<file path="src/rtl/gen_defs.svh">
`ifndef GEN_DEFS_SVH
`define GEN_DEFS_SVH

// ==========================================================
// clock and the common one-second tick
`define CLK_PERIOD_NS 10
`define TICK_PERIOD_NS 1000000000
`define SEC_CYCLES (`TICK_PERIOD_NS / `CLK_PERIOD_NS)

// ==========================================================
// low battery hold times, in their own units
`define LVL0_HOLD_H 24
`define LVL1_HOLD_H 2
`define LVL2_HOLD_MIN 15
`define LVL3_HOLD_S 30
`define SEC_PER_MIN 60
`define SEC_PER_H 3600
`define LVL0_HOLD_SEC 20'(`LVL0_HOLD_H * `SEC_PER_H)
`define LVL1_HOLD_SEC 20'(`LVL1_HOLD_H * `SEC_PER_H)
`define LVL2_HOLD_SEC 20'(`LVL2_HOLD_MIN * `SEC_PER_MIN)
`define LVL3_HOLD_SEC 20'(`LVL3_HOLD_S)

// ==========================================================
// run time that clears the exercise day count
`define RUN_RESET_MIN 5
`define RUN_RESET_SEC 20'(`RUN_RESET_MIN * `SEC_PER_MIN)

// ==========================================================
// settings granularity and day length
`define STEP_MIN 11'h00a
`define MIN_PER_DAY 11'h5a0

// ==========================================================
// start attempts per run mode
`define TRIES_MON 3'h6
`define TRIES_UNMON 3'h1

// ==========================================================
// start and stop sequencing, in seconds
`define ATTEMPT_SEC 20'h0001e
`define REST_SEC 20'h0000a
`define STOP_PULSE_SEC 20'h00002

// ==========================================================
// hold timer channels
`define N_TMR 6
`define TMR_LOAD_HI 4
`define TMR_LOAD_LO 5

`endif

</file>
<file path="src/rtl/gen_pkg.sv">
package gen_pkg;
    typedef enum logic [1:0] {
        CTRL_OFF = 2'h0,
        CTRL_ON = 2'h1,
        CTRL_AUTO = 2'h2
    } gen_ctrl_t;

    typedef enum logic [1:0] {
        MODE_GLOW_STOP = 2'h0,
        MODE_MON_RUN = 2'h1,
        MODE_UNMON_RUN = 2'h2
    } run_mode_t;

    typedef enum logic [2:0] {
        INV_UNPOWERED = 3'h0,
        INV_OFF = 3'h1,
        INV_ON = 3'h2,
        INV_SEARCH = 3'h3,
        INV_CHARGER = 3'h4,
        INV_BYPASS = 3'h5,
        INV_FAULT = 3'h6
    } inv_state_t;

    typedef enum logic {
        AUX_ERROR = 1'h0,
        AUX_COOLDOWN = 1'h1
    } aux_mode_t;

    typedef enum logic [2:0] {
        WHY_NONE = 3'h0,
        WHY_MANUAL = 3'h1,
        WHY_LOAD = 3'h2,
        WHY_BATT = 3'h3,
        WHY_DAILY = 3'h4,
        WHY_EXERCISE = 3'h5
    } reason_t;

    typedef enum logic [2:0] {
        ST_IDLE = 3'h0,
        ST_START = 3'h1,
        ST_REST = 3'h2,
        ST_RUN = 3'h3,
        ST_COOL = 3'h4,
        ST_STOP = 3'h5
    } gen_state_t;
endpackage

</file>
<file path="src/rtl/tmr_if.sv">
`timescale 1ns/1ps
`include "gen_defs.svh"

interface tmr_if;
    logic tick;
    logic [`N_TMR-1:0] cond;
    logic [19:0] limit [`N_TMR];
    logic [`N_TMR-1:0] done;

    modport ctrl (output tick, output cond, output limit, input done);
    modport bank (input tick, input cond, input limit, output done);
endinterface

</file>
<file path="src/rtl/generator_autostart_controller.sv">
`timescale 1ns/1ps
`include "gen_defs.svh"

module generator_autostart_controller #(
    parameter int TICK_CYCLES = `SEC_CYCLES
) (
    input wire logic i_clk, // 100 MHz clock
    input wire logic i_reset_n, // async reset, active low
    input wire gen_pkg::gen_ctrl_t i_gen_ctrl, // operator off/on/auto
    input wire gen_pkg::run_mode_t i_run_mode, // run relay mode
    input wire gen_pkg::inv_state_t i_inv_state, // inverter state
    input wire gen_pkg::aux_mode_t i_aux_mode, // aux fault relay mode
    input wire logic [15:0] i_load_amps, // measured load current
    input wire logic [15:0] i_load_start_amps, // load start threshold
    input wire logic [7:0] i_load_start_min, // load start delay, minutes
    input wire logic [7:0] i_load_stop_min, // load stop delay, minutes
    input wire logic [15:0] i_batt_mv, // battery voltage
    input wire logic [15:0] i_batt_lvl0, // 24 h start level
    input wire logic [15:0] i_batt_lvl1, // 2 h start level
    input wire logic [15:0] i_batt_lvl2, // 15 min start level
    input wire logic [15:0] i_batt_lvl3, // cutout level, 30 s
    input wire logic [10:0] i_tod_min, // time of day, minutes
    input wire logic [10:0] i_daily_start_min, // daily start time
    input wire logic [10:0] i_daily_stop_min, // daily stop time
    input wire logic [10:0] i_quiet_begin_min, // quiet begin time
    input wire logic [10:0] i_quiet_end_min, // quiet end time
    input wire logic [7:0] i_exercise_days, // exercise period, 0 = off
    input wire logic [7:0] i_exercise_min, // exercise run length
    input wire logic [7:0] i_cooldown_min, // cooldown length
    input wire logic [10:0] i_max_run_min, // max run time
    input wire logic i_gen_sensed, // generator input has voltage
    input wire logic i_grid_present, // grid input has a source
    input wire logic i_charge_done, // bulk and absorption complete
    output logic o_gen_run_relay, // run relay energized
    output logic o_aux_fault_relay, // aux fault relay energized
    output logic o_manual_start, // manual start indicator
    output logic o_charge_enable, // charger allowed
    output logic o_cooling, // cooldown in progress
    output logic o_running, // generator considered running
    output logic o_start_failed, // all attempts used up
    output gen_pkg::reason_t o_reason // why the generator runs
);
    import gen_pkg::*;

    tmr_if tmr();

    gen_timer_bank u_bank (
        .i_clk(i_clk),
        .i_reset_n(i_reset_n),
        .bus(tmr.bank)
    );

    // ==========================================================
    // second tick
    logic [31:0] div_cnt;
    logic [31:0] next_div_cnt;
    logic sec_tick;

    // one enable pulse per second, phase, run time and hold timers count on it; the day count steps at midnight
    always_comb
    begin
        sec_tick = (div_cnt == 32'(TICK_CYCLES - 1));
        next_div_cnt = sec_tick ? 32'h00000000 : div_cnt + 32'h00000001;
    end

    always_ff @(posedge i_clk or negedge i_reset_n)
    begin
        if (!i_reset_n)
            div_cnt <= 32'h00000000;
        else
            div_cnt <= next_div_cnt;
    end

    // ==========================================================
    // hold timer wiring
    always_comb
    begin
        tmr.tick = sec_tick;
        tmr.cond[0] = i_batt_mv <= i_batt_lvl0;
        tmr.cond[1] = i_batt_mv <= i_batt_lvl1;
        tmr.cond[2] = i_batt_mv <= i_batt_lvl2;
        tmr.cond[3] = i_batt_mv <= i_batt_lvl3;
        tmr.cond[`TMR_LOAD_HI] = i_load_amps > i_load_start_amps;
        tmr.cond[`TMR_LOAD_LO] = i_load_amps < i_load_start_amps;
        tmr.limit[0] = `LVL0_HOLD_SEC;
        tmr.limit[1] = `LVL1_HOLD_SEC;
        tmr.limit[2] = `LVL2_HOLD_SEC;
        tmr.limit[3] = `LVL3_HOLD_SEC;
        tmr.limit[`TMR_LOAD_HI] = 20'(i_load_start_min) * 20'(`SEC_PER_MIN);
        tmr.limit[`TMR_LOAD_LO] = 20'(i_load_stop_min) * 20'(`SEC_PER_MIN);
    end

    // ==========================================================
    // time of day events
    logic [10:0] prev_tod;
    logic min_edge;
    logic quiet;
    logic [10:0] start_q;
    logic [10:0] stop_q;
    logic midnight;

    // daily start and stop settings are honoured only on ten-minute marks
    always_comb
    begin
        min_edge = (i_tod_min != prev_tod);
        midnight = min_edge && (i_tod_min == 11'h000);
        start_q = i_daily_start_min - (i_daily_start_min % `STEP_MIN);
        stop_q = i_daily_stop_min - (i_daily_stop_min % `STEP_MIN);
        // equal begin and end switch quiet time off
        if (i_quiet_begin_min == i_quiet_end_min)
            quiet = 1'b0;
        else if (i_quiet_begin_min < i_quiet_end_min)
            quiet = i_tod_min >= i_quiet_begin_min && i_tod_min < i_quiet_end_min;
        else
            quiet = i_tod_min >= i_quiet_begin_min || i_tod_min < i_quiet_end_min;
    end

    always_ff @(posedge i_clk or negedge i_reset_n)
    begin
        if (!i_reset_n)
            prev_tod <= 11'h000;
        else
            prev_tod <= i_tod_min;
    end

    // ==========================================================
    // start requests
    logic src_ok;
    logic load_req;
    logic batt_req;
    logic daily_req;
    logic ex_req;
    logic auto_go;
    logic [2:0] try_limit;
    reason_t auto_why;
    logic [7:0] day_cnt;

    always_comb
    begin
        src_ok = !((i_inv_state == INV_OFF || i_inv_state == INV_BYPASS)
                   && i_run_mode != MODE_UNMON_RUN);
        load_req = src_ok && !quiet && tmr.done[`TMR_LOAD_HI];
        batt_req = src_ok && ((!quiet && |tmr.done[2:0]) || tmr.done[3]);
        daily_req = src_ok && !quiet && min_edge && i_tod_min == start_q;
        ex_req = i_exercise_days != 8'h00 && day_cnt >= i_exercise_days
                 && min_edge && i_tod_min == i_quiet_end_min;
        auto_go = load_req || batt_req || daily_req || ex_req;
        if (ex_req)
            auto_why = WHY_EXERCISE;
        else if (batt_req)
            auto_why = WHY_BATT;
        else if (load_req)
            auto_why = WHY_LOAD;
        else
            auto_why = WHY_DAILY;
        try_limit = (i_run_mode == MODE_UNMON_RUN) ? `TRIES_UNMON : `TRIES_MON;
    end

    // ==========================================================
    // run sequencer
    gen_state_t state;
    gen_state_t next_state;
    reason_t why;
    reason_t next_why;
    logic [19:0] phase;
    logic [19:0] next_phase;
    logic [19:0] run_sec;
    logic [19:0] next_run_sec;
    logic [2:0] tries;
    logic [2:0] next_tries;
    logic failed;
    logic next_failed;
    logic [7:0] next_day_cnt;
    logic handover;
    logic next_handover;
    logic is_auto;
    logic max_hit;
    logic go_cool;
    logic go_stop;

    always_comb
    begin
        next_state = state;
        next_why = why;
        next_tries = tries;
        next_failed = failed;
        next_handover = handover;
        next_phase = (sec_tick && phase != 20'hfffff) ? phase + 20'h00001 : phase;
        next_run_sec = run_sec;
        next_day_cnt = day_cnt;
        is_auto = why != WHY_MANUAL && why != WHY_NONE;
        max_hit = run_sec >= 20'(i_max_run_min) * 20'(`SEC_PER_MIN);
        go_cool = 1'b0;
        go_stop = 1'b0;
        if (midnight && day_cnt != 8'hff)
            next_day_cnt = day_cnt + 8'h01;
        if (state == ST_RUN || state == ST_COOL)
        begin
            if (sec_tick)
                next_run_sec = run_sec + 20'h00001;
            // a five minute run proves the set, the exercise clock restarts
            if (sec_tick && next_run_sec == `RUN_RESET_SEC)
                next_day_cnt = 8'h00;
        end
        // stop decisions while running
        if (state == ST_RUN)
        begin
            unique case (why)
                WHY_MANUAL:
                begin
                    if (i_gen_ctrl == CTRL_AUTO)
                        next_handover = 1'b1;
                    go_cool = handover && i_charge_done;
                end
                WHY_LOAD: go_cool = tmr.done[`TMR_LOAD_LO];
                WHY_BATT:
                    if (i_run_mode == MODE_UNMON_RUN)
                        go_cool = max_hit;
                    else
                        go_cool = max_hit || i_charge_done;
                WHY_DAILY: go_cool = min_edge && i_tod_min == stop_q;
                WHY_EXERCISE:
                    go_stop = run_sec >= 20'(i_exercise_min) * 20'(`SEC_PER_MIN);
                WHY_NONE: go_stop = 1'b1;
            endcase
            if (is_auto && why != WHY_EXERCISE)
            begin
                if (i_grid_present && i_run_mode != MODE_UNMON_RUN)
                    go_cool = 1'b1;
                if (min_edge && i_tod_min == i_quiet_begin_min)
                    go_cool = 1'b1;
            end
        end
        unique case (state)
            ST_IDLE:
            begin
                next_run_sec = 20'h00000;
                next_handover = 1'b0;
                if (i_gen_ctrl == CTRL_OFF)
                begin
                    next_failed = 1'b0;
                    next_tries = 3'h0;
                end
                if (i_gen_ctrl == CTRL_ON)
                begin
                    next_state = ST_START;
                    next_why = WHY_MANUAL;
                    next_tries = 3'h1;
                    next_failed = 1'b0;
                    next_phase = 20'h00000;
                end
                else if (i_gen_ctrl == CTRL_AUTO && !failed && auto_go)
                begin
                    next_state = ST_START;
                    next_why = auto_why;
                    next_tries = 3'h1;
                    next_phase = 20'h00000;
                    if (auto_why == WHY_EXERCISE)
                        next_day_cnt = 8'h00;
                end
                else
                    next_why = WHY_NONE;
            end
            ST_START:
            begin
                // unmonitored sets give no feedback, assume it caught
                if (i_run_mode == MODE_UNMON_RUN || i_gen_sensed)
                begin
                    next_state = ST_RUN;
                    next_phase = 20'h00000;
                end
                else if (phase >= `ATTEMPT_SEC)
                begin
                    next_phase = 20'h00000;
                    if (why != WHY_MANUAL && tries >= try_limit)
                    begin
                        next_state = ST_IDLE;
                        next_failed = 1'b1;
                    end
                    else
                        next_state = ST_REST;
                end
            end
            ST_REST:
                if (phase >= `REST_SEC)
                begin
                    next_state = ST_START;
                    next_phase = 20'h00000;
                    if (tries != 3'h7)
                        next_tries = tries + 3'h1;
                end
            ST_RUN:
                if (go_stop)
                begin
                    next_state = ST_STOP;
                    next_phase = 20'h00000;
                end
                else if (go_cool)
                begin
                    next_state = ST_COOL;
                    next_phase = 20'h00000;
                end
            ST_COOL:
                if (phase >= 20'(i_cooldown_min) * 20'(`SEC_PER_MIN))
                begin
                    next_state = ST_STOP;
                    next_phase = 20'h00000;
                end
            ST_STOP:
                if (i_run_mode != MODE_GLOW_STOP || phase >= `STOP_PULSE_SEC)
                    next_state = ST_IDLE;
            default: next_state = ST_IDLE;
        endcase
        // off overrides everything, no cooldown
        if (i_gen_ctrl == CTRL_OFF && state != ST_IDLE && state != ST_STOP)
        begin
            next_state = ST_STOP;
            next_phase = 20'h00000;
        end
    end

    always_ff @(posedge i_clk or negedge i_reset_n)
    begin
        if (!i_reset_n)
        begin
            state <= ST_IDLE;
            why <= WHY_NONE;
            phase <= 20'h00000;
            run_sec <= 20'h00000;
            tries <= 3'h0;
            failed <= 1'b0;
            day_cnt <= 8'h00;
            handover <= 1'b0;
        end
        else
        begin
            state <= next_state;
            why <= next_why;
            phase <= next_phase;
            run_sec <= next_run_sec;
            tries <= next_tries;
            failed <= next_failed;
            day_cnt <= next_day_cnt;
            handover <= next_handover;
        end
    end

    // ==========================================================
    // registered outputs
    logic next_relay;
    logic next_aux;
    logic gen_on;

    // glow-stop closes only to stop; run modes hold closed in start, run and cooldown, open in rest
    always_comb
    begin
        gen_on = state == ST_START || state == ST_REST || state == ST_RUN
                 || state == ST_COOL;
        if (i_run_mode == MODE_GLOW_STOP)
            next_relay = state == ST_STOP;
        else
            next_relay = state == ST_START || state == ST_RUN
                         || state == ST_COOL;
        if (i_aux_mode == AUX_COOLDOWN)
            next_aux = state == ST_COOL;
        else
            next_aux = i_inv_state == INV_ON || i_inv_state == INV_SEARCH;
    end

    always_ff @(posedge i_clk or negedge i_reset_n)
    begin
        if (!i_reset_n)
        begin
            o_gen_run_relay <= 1'b0;
            o_aux_fault_relay <= 1'b0;
            o_manual_start <= 1'b0;
            o_charge_enable <= 1'b1;
            o_cooling <= 1'b0;
            o_running <= 1'b0;
            o_start_failed <= 1'b0;
            o_reason <= WHY_NONE;
        end
        else
        begin
            o_gen_run_relay <= next_relay;
            o_aux_fault_relay <= next_aux;
            o_manual_start <= gen_on && why == WHY_MANUAL;
            o_charge_enable <= !(gen_on && why == WHY_EXERCISE);
            o_cooling <= state == ST_COOL;
            o_running <= state == ST_RUN || state == ST_COOL;
            o_start_failed <= failed;
            o_reason <= gen_on ? why : WHY_NONE;
        end
    end
endmodule

</file>
<file path="src/rtl/gen_timer_bank.sv">
`timescale 1ns/1ps
`include "gen_defs.svh"

module gen_timer_bank (
    input wire logic i_clk, // system clock
    input wire logic i_reset_n, // async reset, active low
    tmr_if.bank bus // hold conditions and limits
);
    // ==========================================================
    // hold timers: each counts seconds while its condition holds
    genvar g;
    generate
        for (g = 0; g < `N_TMR; g++)
        begin : g_tmr
            logic [19:0] cnt;
            logic [19:0] next_cnt;
            logic hit;
            logic next_hit;

            // a dropped condition restarts the hold from zero
            always_comb
            begin
                next_cnt = cnt;
                if (!bus.cond[g])
                    next_cnt = 20'h00000;
                else if (bus.tick && cnt < bus.limit[g])
                    next_cnt = cnt + 20'h00001;
                next_hit = bus.cond[g] && (next_cnt >= bus.limit[g]);
            end

            always_ff @(posedge i_clk or negedge i_reset_n)
            begin
                if (!i_reset_n)
                begin
                    cnt <= 20'h00000;
                    hit <= 1'b0;
                end
                else
                begin
                    cnt <= next_cnt;
                    hit <= next_hit;
                end
            end
            assign bus.done[g] = hit;
        end
    endgenerate
endmodule

</file>
<file path="config.mk">
export PLATFORM = sky130hd
export DESIGN_NAME = generator_autostart_controller
export DESIGN_NICKNAME = d
export VERILOG_FILES = /design/src/rtl/gen_pkg.sv /design/src/rtl/tmr_if.sv /design/src/rtl/generator_autostart_controller.sv /design/src/rtl/gen_timer_bank.sv
export VERILOG_INCLUDE_DIRS = /design/src /design/src/rtl
export SDC_FILE = /design/constraint.sdc
export NUM_CORES = 1
export LEC_CHECK = 0
export BUFFER_PORTS_ARGS = -buffer_cell sky130_fd_sc_hd__buf_2
export CAP_MARGIN = 5
export CORE_UTILIZATION = 39
export DETAILED_ROUTE_END_ITERATION = 7
export GPL_TIMING_DRIVEN = 0
export HOLD_SLACK_MARGIN = 0.12
export PLACE_DENSITY = 0.65
export SETUP_SLACK_MARGIN = 0.1
export SLEW_MARGIN = 10
export SYNTH_ARGS = -nofsm -noshare
export SYNTH_HDL_FRONTEND = slang
export SYNTH_SLANG_ARGS = --single-unit
export TNS_END_PERCENT = 30
</file>
<file path="constraint.sdc">
create_clock -name i_clk -period 5 [get_ports i_clk]
set_input_delay 0.25 -clock i_clk [delete_from_list [all_inputs] [get_ports i_clk]]
set_output_delay 0.25 -clock i_clk [all_outputs]
set_load 0.02 [all_outputs]
</file>
==> impl_results.md <==
* Status: finished, violations left
* Failing checks: DRC, setup timing
* Initial antenna violation count at 3
* Crit path DAT at 6.67 ns
* DRC viols at 48
* Via count of the first global-routing pass at 19,600
* First-pass GRT wire length at 96,600 um
* Critical path required time at 5.42 ns
* Leak at 13.6 nW
* Routed WL at 60,200 um
* Non-Filler Instances at 3,841
* Via count at 20,400
* Starting Density at 39.5%
* Routed metal-1 wire length at 28,000 um
* Max IR drop VDD at 226 uV
* Cells after DPL at 3,669
* Critical-path top delay cell: or4_4
* Worst setup EP type: flop
* Port Buf Inserts at 240
* Final Power at 7.98 mW
* Max-cap violations at 0
* Ports at 241
* Die Ht at 247 um
* Crit Path Category: primary input to flop
* All-layer global routing usage at 19.2%
* Final setup margin at -1.25 ns
* CTS Buffer Depth at 3
* Min Tclk post-route at 6.25 ns
* Cell Area, Placed at 0.0257 mm^2
* FF-to-FF path depth at 22
* Area Growth Syn to Fin at 21.6%
* Final nets at 3,671
* Syn_area_per_cell at 8.81 um^2
* Actual slew at the worst max-slew pin at 1.10 ns
* Wire per inst at 15.7 um
* Die X at 247 um
* Final max-slew violation count at 0
* Final core utilization at 48.1%
* Most used cell along the critical path: buf_12
* Sequential-to-total area share from yosys stat at 25.5%
* Pwr dens at 281 mW/mm^2
* Largest net degree at the start of global routing at 108
* Met2 WL post-DR at 28,700 um
* DR iter-0 viols at 963
* Synthesized area at 0.0234 mm^2
* Fmax at 160 MHz
* Final period utilization at 125%
* H-tree depth at 1
* Post-DRT Antenna Nets at 0
* DPL Wire Length at 45,700 um
* Highest routed layer: met5
* CP Max Fanout at 10
* GPL Wtd Cong at 0.874
* Synthesized instance count at 2,654
* Post-Place Worst Slack at -2.38 ns
* Ys flop type: dfrtp_1
* Final hold viol count at 0
* Fin area at 0.0284 mm^2
* CTS buffer count at 28
* Drt pass-1 iters at 7
* Setup violators final at 31
* CTS tree: built
* Register bit count reported by yosys at 238
* Final setup skew at 0.0127 ns
* Ys async rst share at 100%
* Clock Sinks at 238
* Total gr overflow at 0
* Core ar. at 0.0591 mm^2
* RSZ-0062 raised after global routing: true
* Root Buffer: clkbuf_16
* Hold path depth at 3
* Largest stage delay on the critical path at 0.55 ns
* Met3 Wirelength at 2210 um
* Setup TNS at -32.51 ns
* Startpoint types: primary input
* Clk_lat worst skew at 0.56 ns
* DR vias/cell at 5.31
* Ys Warns at 0
* Die area at 0.0609 mm^2
* Rows at 89
* Ratio of cells with drive above 1 in the final layout at 19.0%
* Syn nets at 3,281
* Worst hold path class: primary input to flop
* Worst hold slack at 0.152 ns
* Post-synth EDFFs at 0
* Rel. slew slack at 26.2%
* Count of cell types in the netlist at 108
* Clock slew at reported path FFs at 0.06 ns
[state kept, by name, summed over array words and instances (netlist names)]
register	cells
run_sec	20
failed	1
day_cnt	8
o_gen_run_relay	1
why	3
o_manual_start	1
o_aux_fault_relay	1
u_bank.g_tmr.hit	6
tries	3
phase	20
prev_tod	11
o_charge_enable	1
o_reason	3
o_running	1
o_start_failed	1
state	3
o_cooling	1
div_cnt	32
u_bank.g_tmr.cnt	120
handover	1
[power breakdown]
| part | leakage (nW) | switching (mW) | internal (mW) |
|---|---|---|---|
| Clock | 0.481 | 0.860 | 1.28 |
| Sequential | 3.26 | 0.0344 | 1.98 |
| Combinational | 9.88 | 2.05 | 1.77 |
[Yosys cell counts (21+ instances only)]
| library cell | instances | area, um^2 |
|---|---|---|
| nand2b_1 | 37 | 231 |
| nor3_1 | 51 | 255 |
| nand4_1 | 67 | 419 |
| a21oi_1 | 142 | 711 |
| or3_1 | 21 | 131 |
| nor4_1 | 33 | 206 |
| nor2_1 | 228 | 856 |
| nand3_1 | 89 | 445 |
| ha_1 | 325 | 4070 |
| o21a_1 | 33 | 248 |
| and3_1 | 46 | 288 |
| fa_1 | 71 | 1420 |
| o21ai_0 | 129 | 646 |
| nand2_1 | 142 | 533 |
| dfrtp_1 | 237 | 5930 |
| xor2_1 | 92 | 806 |
| a21o_1 | 64 | 480 |
| nor2b_1 | 73 | 457 |
| a31oi_1 | 22 | 138 |
| clkbuf_1 | 48 | 180 |
| xnor2_1 | 113 | 990 |
| inv_1 | 240 | 901 |
[worst max-delay path: cells and delay by family]
| kind | cells | cell delay [ns] |
|---|---|---|
| buffers and inverters | 7 | 1.00 |
| and+or+nand+nor | 10 | 2.43 |
| xor gates and xnor gates | 1 | 0.14 |
| muxes | 1 | 0.31 |
| AOI/OAI and AO/OA | 12 | 1.94 |
| adders and majority gates | 2 | 0.55 |
[timing repair]
action	in CTS	in global routing
resized for setup	79	100
setup buffers	55	44
hold endpoints to repair	147	0
gates cloned	2	2
hold buffers	17	0
pin swaps	55	91
setup endpoints to repair	35	39
[worst paths after layout]
path	start	end	slack [ns]
worst max-delay path	i_daily_stop_min[7]	phase[10]	-1.25
worst min-delay path	i_run_mode[0]	o_gen_run_relay	0.15
worst max register to register	div_cnt[0]	u_bank.g_tmr[5].hit	-0.19
worst min register to register	div_cnt[31]	div_cnt[31]	0.49
max in group asynchronous	i_reset_n	o_charge_enable	3.51
min in group asynchronous	i_reset_n	u_bank.g_tmr[0].cnt[10]	0.19
[layout make-up]
cell class,instances,area [um^2]
fill,5680,30700
multi-input combinational,2101,16800
sequential,238,5960
timing repair buffer,362,2370
tap,773,967
inverter,241,905
clock buffer,38,798
buffer,72,458
clock inverter,14,176
antenna,2,5.00
[kinds of logic after synthesis]
family,count (synthesis),share of synthesized area (%)
AOI/OAI and AO/OA,591,17.1
adders and majority gates,397,23.5
and+or+nand+nor,888,19.8
muxes,20,0.948
buffers and inverters,315,5.48
xor gates and xnor gates,205,7.68
DFF,238,25.5
[layout by cell type (no fill, tap or decap), types with 44 or more instances in the layout]
master,synthesis,layout
nor2b_1,73,68
buf_2,11,236
xnor2_1,113,112
nor3_1,51,48
clkbuf_1,48,47
o21ai_0,129,109
ha_1,325,319
buf_4,4,101
a21o_1,64,64
nor2_1,228,225
and3_1,46,44
dfrtp_1,237,237
nand4_1,67,67
nand2_1,142,140
a21oi_1,142,120
fa_1,71,70
xor2_1,92,90
nand3_1,89,84
inv_1,240,240
[routing by layer]
| layer | global-route usage (%) | vias up |
|---|---|---|
| li1 | - | 10200 |
| met1 | 25.5 | 9656 |
| met2 | 32.8 | 389 |
| met3 | 2.21 | 93 |
| met4 | 5.10 | 4 |
| met5 | 0 | - |
No activity file was read; power rests on OpenSTA's default activity.
